$ cat src/rtl/framer_pkg.sv
// package: constants and carriers for the packet body and tail framer
package framer_pkg;
  // data type byte values selecting the body format
  localparam logic [7:0] BODY_POINT_CLOUD = 8'h00;
  localparam logic [7:0] BODY_INERTIAL = 8'h01;
  // packet body, pad and crc tail layout in bytes
  localparam int AZIMUTH_BYTES = 2;
  localparam int CHANNELS = 16;
  localparam int CHANNEL_BYTES = 3;
  localparam int BLOCK_BYTES = 48;
  localparam int CONTAM_BYTES = 4;
  localparam int CLOUD_BODY_BYTES = 60;
  localparam int INERTIAL_BODY_BYTES = 14;
  localparam int CRC_BYTES = 4;
  localparam int PAD_BYTES = 2;
  // state byte codes
  localparam logic [7:0] STATE_NORMAL = 8'h00;
  localparam logic [7:0] STATE_HIGH_TEMP = 8'h01;
  // selector values
  localparam logic [7:0] SEL_MOTOR_SPEED = 8'h00;
  localparam logic [7:0] SEL_SW_FIRST = 8'h0f;
  localparam logic [7:0] SEL_SW_LAST = 8'h0c;
  localparam logic [7:0] SEL_FW_FIRST = 8'h13;
  localparam logic [7:0] SEL_FW_LAST = 8'h10;
  // crc-32/mpeg-2
  localparam logic [31:0] CRC_POLY = 32'h04c11db7;
  localparam logic [31:0] CRC_INIT = 32'hffffffff;
  // interrupt bit positions
  localparam int IRQ_DONE = 0;
  localparam int IRQ_START_LOST = 1;
  localparam int IRQ_BITS = 2;
  // register offsets
  localparam logic [3:0] REG_STATUS = 4'h0;
  localparam logic [3:0] REG_IRQ_STATUS = 4'h1;
  localparam logic [3:0] REG_IRQ_CLEAR = 4'h2;
  localparam logic [3:0] REG_IRQ_ENABLE = 4'h3;
  localparam logic [3:0] REG_PKT_COUNT = 4'h4;
  localparam logic [3:0] REG_LAST_CRC = 4'h5;

  typedef struct packed {
    logic [15:0] distance;
    logic [7:0] reflectivity;
  } channel_s;

  typedef struct packed {
    logic [15:0] azimuth;
    channel_s [CHANNELS-1:0] channel;
    logic [31:0] contamination;
    logic [7:0] lidar_state;
    logic [7:0] multiplexed_info_selector;
    logic [15:0] multiplexed_info_value;
    logic [15:0] packet_sequence_number;
  } cloud_body_s;

  typedef struct packed {
    logic [15:0] accel_x;
    logic [15:0] accel_y;
    logic [15:0] accel_z;
    logic [15:0] rate_x;
    logic [15:0] rate_y;
    logic [15:0] rate_z;
    logic [15:0] inertial_sequence_number;
  } inertial_body_s;

  typedef struct packed {
    logic [31:0] wdata;
    logic [3:0] addr;
    logic wr;
    logic rd;
  } reg_req_s;
endpackage : framer_pkg

$ cat src/rtl/lidar_packet_body_tail_framer.sv
// module: body and crc tail framer for point cloud and inertial packets
//
// Local design decisions: the placing of the registers and the plain strobed port.
`timescale 1ns/1ps

// Summary of operation
// - cloud body opens with two-byte azimuth
// - sixteen three-byte channel entries, channel one first
// - entry starts with 16-bit distance count
// - entry ends with reflectivity byte
// - four contamination bytes, two bits per channel
// - state byte: normal or high temperature
// - selector byte then two-byte info value
// - software version pieces, little-endian ascii
// - firmware version pieces as ascii
// - cloud body ends with packet sequence number
// - inertial body: three signed accelerations X,Y,Z
// - then three signed angular rates X,Y,Z
// - inertial body ends with 16-bit sequence
// - four-byte crc over pre-header through body
// - inertial crc includes two untransmitted zero bytes
// - multi-byte fields sent low byte first
// - data type byte selects body format
module lidar_packet_body_tail_framer
  import framer_pkg::*;
(
  // clock and reset
  input wire logic i_clk,
  input wire logic i_sys_rst,
  // packet start: data type byte and captured body fields
  input wire logic i_start,
  input wire logic [7:0] i_data_type,
  input wire logic [31:0] i_crc_seed,
  input wire cloud_body_s i_cloud,
  input wire inertial_body_s i_inertial,
  // byte stream out
  input wire logic i_ready,
  output logic o_valid,
  output logic [7:0] o_byte,
  output logic o_last,
  output logic o_busy,
  // register port
  input wire reg_req_s i_reg,
  output logic [31:0] o_rdata,
  output logic o_irq
);

  typedef enum {IDLE, BODY, PAD, TAIL} phase_e;

  phase_e phase;
  logic is_cloud;
  logic [CLOUD_BODY_BYTES*8-1:0] body_shift;
  logic [6:0] count;
  logic [31:0] crc;
  logic [IRQ_BITS-1:0] irq_status;
  logic [IRQ_BITS-1:0] irq_enable;
  logic [15:0] pkt_count;
  logic [31:0] last_crc;
  logic [7:0] cur_byte;
  logic done_evt;
  logic lost_evt;

  // one byte step of crc-32/mpeg-2: msb first, no reflection, no final xor
  function automatic logic [31:0] crc_step(input logic [31:0] c, input logic [7:0] d);
    logic [31:0] r;
    r = c;
    for (int i = 7; i >= 0; i--) begin
      if (r[31] ^ d[i]) begin
        r = {r[30:0], 1'b0} ^ CRC_POLY;
      end else begin
        r = {r[30:0], 1'b0};
      end
    end
    return r;
  endfunction : crc_step

  // swap a 16-bit field to wire order
  function automatic logic [15:0] le16(input logic [15:0] v);
    return {v[7:0], v[15:8]};
  endfunction : le16

  function automatic logic [31:0] le32(input logic [31:0] v);
    return {v[7:0], v[15:8], v[23:16], v[31:24]};
  endfunction : le32

  // data type decode, used by the format flag and the body load
  function automatic logic is_cloud_type(input logic [7:0] t);
    return t == BODY_POINT_CLOUD;
  endfunction : is_cloud_type

  // index of the final body byte for the latched format
  function automatic logic [6:0] last_body_index(input logic cloud);
    return cloud ? 7'(CLOUD_BODY_BYTES-1) : 7'(INERTIAL_BODY_BYTES-1);
  endfunction : last_body_index

  // register write decode, shared by the clear and enable registers
  function automatic logic reg_write_hit(input reg_req_s req, input logic [3:0] a);
    return req.wr && (req.addr == a);
  endfunction : reg_write_hit

  // cloud body packed in transmit order, first byte at the top
  logic [CLOUD_BODY_BYTES*8-1:0] cloud_wire;
  logic [CLOUD_BODY_BYTES*8-1:0] inertial_wire;
  logic [BLOCK_BYTES*8-1:0] block_wire;

  genvar g;
  generate
    for (g = 0; g < CHANNELS; g++) begin : g_chan
      // channel one first, each entry distance low byte, high byte, reflectivity
      assign block_wire[(BLOCK_BYTES-CHANNEL_BYTES*g)*8-1 -: 24] =
        {le16(i_cloud.channel[g].distance), i_cloud.channel[g].reflectivity};
    end
  endgenerate

  // the selector tells the host what the value means; the framer passes it intact,
  // so software and firmware version pieces go out exactly as supplied
  assign cloud_wire = {
    le16(i_cloud.azimuth),
    block_wire,
    le32(i_cloud.contamination),
    i_cloud.lidar_state,
    i_cloud.multiplexed_info_selector,
    le16(i_cloud.multiplexed_info_value),
    le16(i_cloud.packet_sequence_number)
  };

  assign inertial_wire = {
    le16(i_inertial.accel_x),
    le16(i_inertial.accel_y),
    le16(i_inertial.accel_z),
    le16(i_inertial.rate_x),
    le16(i_inertial.rate_y),
    le16(i_inertial.rate_z),
    le16(i_inertial.inertial_sequence_number),
    {(CLOUD_BODY_BYTES-INERTIAL_BODY_BYTES)*8{1'b0}}
  };

  assign cur_byte = body_shift[CLOUD_BODY_BYTES*8-1 -: 8];

  logic fire;
  logic accept;
  logic body_end;
  logic pad_end;
  logic tail_end;
  assign fire = o_valid && i_ready;
  assign accept = i_start && (phase == IDLE);
  assign body_end = (count == last_body_index(is_cloud));
  assign pad_end = (count == 7'(PAD_BYTES-1));
  assign tail_end = (count == 7'(CRC_BYTES-1));
  assign done_evt = (phase == TAIL) && fire && tail_end;
  // a start while busy is dropped and only flagged
  assign lost_evt = i_start && (phase != IDLE);

  // packet phase
  always_ff @(posedge i_clk) begin
    if (i_sys_rst) begin
      phase <= IDLE;
    end else begin
      case (phase)
        IDLE: begin
          if (accept) begin
            phase <= BODY;
          end
        end
        BODY: begin
          if (fire && body_end) begin
            phase <= is_cloud ? TAIL : PAD;
          end
        end
        PAD: begin
          if (pad_end) begin
            phase <= TAIL;
          end
        end
        TAIL: begin
          if (fire && tail_end) begin
            phase <= IDLE;
          end
        end
        default: begin
          phase <= IDLE;
        end
      endcase
    end
  end

  // byte index within the current phase
  always_ff @(posedge i_clk) begin
    if (i_sys_rst) begin
      count <= '0;
    end else begin
      case (phase)
        BODY: begin
          if (fire) begin
            count <= body_end ? 7'd0 : count + 7'd1;
          end
        end
        PAD: begin
          count <= pad_end ? 7'd0 : count + 7'd1;
        end
        TAIL: begin
          if (fire) begin
            count <= tail_end ? 7'd0 : count + 7'd1;
          end
        end
        default: begin
          count <= '0;
        end
      endcase
    end
  end

  // body format held for the whole packet
  always_ff @(posedge i_clk) begin
    if (i_sys_rst) begin
      is_cloud <= 1'b0;
    end else if (accept) begin
      is_cloud <= is_cloud_type(i_data_type);
    end
  end

  // body bytes captured at the start, shifted out from the top
  always_ff @(posedge i_clk) begin
    if (i_sys_rst) begin
      body_shift <= '0;
    end else if (accept) begin
      body_shift <= is_cloud_type(i_data_type) ? cloud_wire : inertial_wire;
    end else if ((phase == BODY) && fire) begin
      body_shift <= {body_shift[CLOUD_BODY_BYTES*8-9:0], 8'h00};
    end
  end

  // running crc, seeded with what the pre-header and header left in it
  always_ff @(posedge i_clk) begin
    if (i_sys_rst) begin
      crc <= CRC_INIT;
    end else begin
      case (phase)
        IDLE: begin
          if (accept) begin
            crc <= i_crc_seed;
          end
        end
        BODY: begin
          if (fire) begin
            crc <= crc_step(crc, cur_byte);
          end
        end
        PAD: begin
          // zero bytes enter the crc but never reach the stream
          crc <= crc_step(crc, 8'h00);
        end
        default: begin
          crc <= crc;
        end
      endcase
    end
  end

  // busy mirrors the phase, so a start is taken exactly while busy is low
  always_ff @(posedge i_clk) begin
    if (i_sys_rst) begin
      o_busy <= 1'b0;
    end else if (phase == IDLE) begin
      o_busy <= i_start;
    end else begin
      o_busy <= !done_evt;
    end
  end

  // output byte register; the crc goes out low byte first
  always_ff @(posedge i_clk) begin
    if (i_sys_rst) begin
      o_valid <= 1'b0;
      o_byte <= 8'h00;
      o_last <= 1'b0;
    end else begin
      if (!o_valid || i_ready) begin
        o_valid <= 1'b0;
        o_last <= 1'b0;
        case (phase)
          BODY: begin
            if (!o_valid) begin
              o_valid <= 1'b1;
              o_byte <= cur_byte;
            end
          end
          TAIL: begin
            if (!o_valid) begin
              o_valid <= 1'b1;
              o_byte <= crc[8*count[1:0] +: 8];
              o_last <= (count == 7'(CRC_BYTES-1));
            end
          end
          default: o_valid <= 1'b0;
        endcase
      end
    end
  end

  // statistics
  always_ff @(posedge i_clk) begin
    if (i_sys_rst) begin
      pkt_count <= '0;
      last_crc <= '0;
    end else if (done_evt) begin
      pkt_count <= pkt_count + 16'd1;
      last_crc <= crc;
    end
  end

  // interrupts: an event in the same cycle as its clear stays set
  logic [IRQ_BITS-1:0] irq_clr;
  logic [IRQ_BITS-1:0] irq_set;
  logic [IRQ_BITS-1:0] next_irq_status;
  logic [IRQ_BITS-1:0] next_irq_enable;

  always_comb begin
    irq_clr = '0;
    if (reg_write_hit(i_reg, REG_IRQ_CLEAR)) begin
      irq_clr = i_reg.wdata[IRQ_BITS-1:0];
    end
    irq_set = '0;
    irq_set[IRQ_DONE] = done_evt;
    irq_set[IRQ_START_LOST] = lost_evt;
    next_irq_status = (irq_status & ~irq_clr) | irq_set;
    next_irq_enable = irq_enable;
    if (reg_write_hit(i_reg, REG_IRQ_ENABLE)) begin
      next_irq_enable = i_reg.wdata[IRQ_BITS-1:0];
    end
  end

  always_ff @(posedge i_clk) begin
    if (i_sys_rst) begin
      irq_status <= '0;
    end else begin
      irq_status <= next_irq_status;
    end
  end

  always_ff @(posedge i_clk) begin
    if (i_sys_rst) begin
      irq_enable <= '0;
    end else begin
      irq_enable <= next_irq_enable;
    end
  end

  // the level follows the new status and enable, so it never lags a write
  always_ff @(posedge i_clk) begin
    if (i_sys_rst) begin
      o_irq <= 1'b0;
    end else begin
      o_irq <= |(next_irq_status & next_irq_enable);
    end
  end

  // read port: data one cycle after the strobe, zero otherwise
  always_ff @(posedge i_clk) begin
    if (i_sys_rst) begin
      o_rdata <= '0;
    end else begin
      o_rdata <= '0;
      if (i_reg.rd) begin
        case (i_reg.addr)
          REG_STATUS: o_rdata <= {30'h0, is_cloud, phase != IDLE};
          REG_IRQ_STATUS: o_rdata <= {30'h0, irq_status};
          REG_IRQ_ENABLE: o_rdata <= {30'h0, irq_enable};
          REG_PKT_COUNT: o_rdata <= {16'h0, pkt_count};
          REG_LAST_CRC: o_rdata <= last_crc;
          default: o_rdata <= '0;
        endcase
      end
    end
  end

endmodule : lidar_packet_body_tail_framer

$ cat config.mk
export PLATFORM = sky130hd
export DESIGN_NAME = lidar_packet_body_tail_framer
export DESIGN_NICKNAME = d
export VERILOG_FILES = /design/src/rtl/framer_pkg.sv /design/src/rtl/lidar_packet_body_tail_framer.sv
export SDC_FILE = /design/constraint.sdc
export NUM_CORES = 2
export LEC_CHECK = 0
export BUFFER_PORTS_ARGS = -buffer_cell sky130_fd_sc_hd__buf_2
export CAP_MARGIN = 20
export CORE_AREA = 2 2 283 285
export DETAILED_ROUTE_END_ITERATION = 16
export DIE_AREA = 0 0 285 287
export PLACE_DENSITY_LB_ADDON = 0.1
export SETUP_SLACK_MARGIN = 0.2
export SLEW_MARGIN = 20
export SYNTH_ARGS = -nofsm -noshare
export SYNTH_HDL_FRONTEND = slang
export SYNTH_SLANG_ARGS = --single-unit
$ cat constraint.sdc
create_clock -name i_clk -period 2.3 [get_ports i_clk]
set_input_delay 0.46 -clock i_clk [delete_from_list [all_inputs] [get_ports i_clk]]
set_output_delay 0.46 -clock i_clk [all_outputs]
set_load 0.02 [all_outputs]
==> results.sh <==
export IMPL_status="finished clean"
export IMPL_r2r_end="crc[8]"
export IMPL_ir_worst_vdd_mv=0.757
export IMPL_async_reset_ff_share_pct=0
export IMPL_track_usage_pct=24.7
export IMPL_fmax_mhz=484
export IMPL_cts_htree_levels=3
export IMPL_first_iter_violations=1877
export IMPL_cp_num_buf_inv=1
export IMPL_rsz0062_at_grt="true"
export IMPL_cts_root_buf="clkbuf_16"
export IMPL_io_buffers=687
export IMPL_grt_max_degree=97
export IMPL_final_common_cell="buf_2"
export IMPL_syn_num_nets=3941
export IMPL_critPathMaxStageDelay_ps=450
export IMPL_syn_area_sq_um=27800
export IMPL_post_dp_cell_area_sq_um=33400
export IMPL_clkTransAtPathRegs_ps=60
export IMPL_cts_made_buffers=74
export IMPL_crit_family="XOR/XNOR gates"
export IMPL_synth_warnings=0
export IMPL_tns_ps=0
export IMPL_cts_sinks=618
export IMPL_yosysTopAreaCell="dfxtp_1"
export IMPL_r2r_cells=7
export IMPL_drv_cap=0
export IMPL_gp_congestion=0.881
export IMPL_fp_dieH_microns=287
export IMPL_cp_slowest_cell="dfxtp_1"
export IMPL_cts_tree="built"
export IMPL_first_pass_iters=7
export IMPL_fp_dieW_microns=285
export IMPL_num_fill_cells=7897
export IMPL_r2r_slack_ps=230
export IMPL_ant_nets=0
export IMPL_p_leak_nw=15.7
export IMPL_worstSetupStartpointType="register"
export IMPL_ios=718
export IMPL_vias=27317
export IMPL_skew_ps=27.9
export IMPL_hold_path_class="input port to register"
export IMPL_slew_headroom_pct=56.7
export IMPL_synth_distinct_cells=59
export IMPL_synth_yosys_seq_area_share_pct=44.5
export IMPL_finalSetupViolations=0
export IMPL_rows=103
export IMPL_ys_top_cells_by_area="dfxtp_1 (44%), a221oi_1 (12%), nor2_1 (9.2%)"
export IMPL_grt_pass1_vias=26373
export IMPL_timing_final_crit_share_pct=89.8
export IMPL_worst_slew_pin_slew_ps=641
export IMPL_start_util_pct=35.4
export IMPL_wl_mm=107
export IMPL_ctsLongestPathBuffers=3
export IMPL_wl_per_cell_microns=21.2
export IMPL_p_total_w=0.0501
export IMPL_min_path_cells=3
export IMPL_grt_remaining_overflow=0
export IMPL_synth_cells=3258
export IMPL_worstPathArrival_ps=2560
export IMPL_worstPathRequired_ps=2800
export IMPL_grt_pass1_wl_mm=159
export IMPL_timing_rr_start="crc[27]"
export IMPL_layout_min_cycle_time_ps=2070
export IMPL_area_delta_synth_final_pct=33.7
export IMPL_viasPerCell=5.41
export IMPL_worstSetupEndpointType="register"
export IMPL_finalHoldViolations=0
export IMPL_fin_nets=4596
export IMPL_layout_common_cells="buf_2 (686), nor2_1 (676), dfxtp_1 (606)"
export IMPL_critical_path_cell_chain="buf_6 > xnor2_2 > xnor2_2 > xnor3_1 > a22oi_1 > o22ai_1 > o32a_2"
export IMPL_synth_top_area_share_pct=44.5
export IMPL_final_layout_size_suffix_gt1_share_pct=28.0
export IMPL_antenna_found_initial=53
export IMPL_ctsHoldBuffers=0
export IMPL_dp_hpwl_mm=73.6
export IMPL_worstPathMaxFanout=7
export IMPL_synth_main_ff_cell="dfxtp_1"
export IMPL_drv_slew=0
export IMPL_insertion_delay_ps=630
export IMPL_cpMostUsedCell="xnor2_2"
export IMPL_core_area_sq_um=78600
export IMPL_p_per_area_nw_per_um2=1350
export IMPL_drc=0
export IMPL_design_area_sq_um=37200
export IMPL_critPathKind="register to register"
export IMPL_dieArea_sq_um=81800
export IMPL_synth_edf_count=0
export IMPL_avgSynthCellArea_sq_um=8.54
export IMPL_synth_seq_cells=618
export IMPL_min_to="body_shift[3]"
export IMPL_hp_start="i_cloud[11]"
[cells in the mapped netlist, types with 7 or more instances]
cell type	number
nand2_1	115
nor2_1	679
mux4_2	7
a21oi_1	172
xnor2_1	96
o211ai_1	11
a31oi_1	9
clkbuf_1	304
o221ai_1	8
buf_2	10
a221oi_1	372
ha_1	9
dfxtp_1	618
and2_1	19
inv_1	17
a22oi_1	26
o311ai_0	7
o21ai_0	22
buf_1	16
a211oi_1	127
xor2_1	19
nand3_1	11
nor3_1	370
mux2i_1	127
[worst max path at each step]
stage	start	end	slack, ps	depth (start not counted)
5_1_grt	crc[25]	crc[13]	140	7
6_report	crc[27]	crc[8]	230	7
4_1_cts	phase[0]	body_shift[25]	170	9
3_5_place_dp	i_data_type[5]	body_shift[466]	-100	10
2_1_floorplan	crc[27]	crc[8]	210	7
3_3_place_gp	i_data_type[0]	body_shift[406]	-130	10
[per-layer routing]
layer | vias up | wire (microns) | GRT usage, %
li1 | 13314 | - | -
met1 | 12995 | 46000 | 32.3
met2 | 765 | 51100 | 40.5
met3 | 199 | 6440 | 5.31
met4 | 44 | 2990 | 8.04
met5 | - | 279 | 0
[cell families after synthesis]
group | synth area share (%)
simple gates | 18.8
buf+inv | 4.82
mux | 5.31
xor+xnor | 5.00
flops | 44.5
fa+ha+maj | 0.405
compound gates | 21.2
[layout make-up]
type                            count  area, sq um  share of cell area [%]
Antenna cell                       25         62.6                   0.168
Clock buffer                      111         2140                    5.76
Clock inverter                     24          314                   0.844
Inverter                           19         71.3                   0.192
Multi-Input combinational cell   2289        14500                    38.9
Sequential cell                   618        12400                    33.3
Tap cell                         1050         1310                    3.53
Timing Repair Buffer              911         6420                    17.3
[worst reg2reg max path, delay by kind of cell, from the launching register on]
family,cells,cell delay (ps)
XOR/XNOR,3,720
flip-flops,1,450
buffers and inverters,1,210
AO/OA/AOI/OAI,3,560
[registers in the layout, summed over array words and instances, names as in the netlist]
signal	flops
phase	2
irq_status	2
last_crc	32
o_byte	8
is_cloud	1
o_valid	1
o_busy	1
pkt_count	16
crc	32
o_irq	1
irq_enable	2
count	7
o_rdata	32
body_shift	480
o_last	1
[where the power goes]
part           switching [W]  internal, W  total [W]
sequential           0.00199       0.0134     0.0154
combinational         0.0122       0.0107     0.0228
clock                0.00491      0.00695     0.0119
total                 0.0191       0.0311     0.0501
[what timing repair did]
| item | in CTS | in global routing |
|---|---|---|
| cloned | 9 | 14 |
| resized for setup | 30 | 66 |
| pin swaps | 1 | 16 |
| buffers inserted | 7 | 15 |
| endpoints found under the setup margin | 464 | 499 |
[through the flow]
stage	instances	worst slack (ps)	utilization (%)	hold WS, ps
3_3_place_gp	4842	-131	42.5	441
6_report	5047	234	47.3	62.0
3_5_place_dp	4842	-101	42.5	442
2_1_floorplan	3258	213	-	430
5_1_grt	5041	136	47.3	78.0
4_1_cts	4993	169	46.3	28.7
Note: power is estimated with default switching activity, not from simulation.
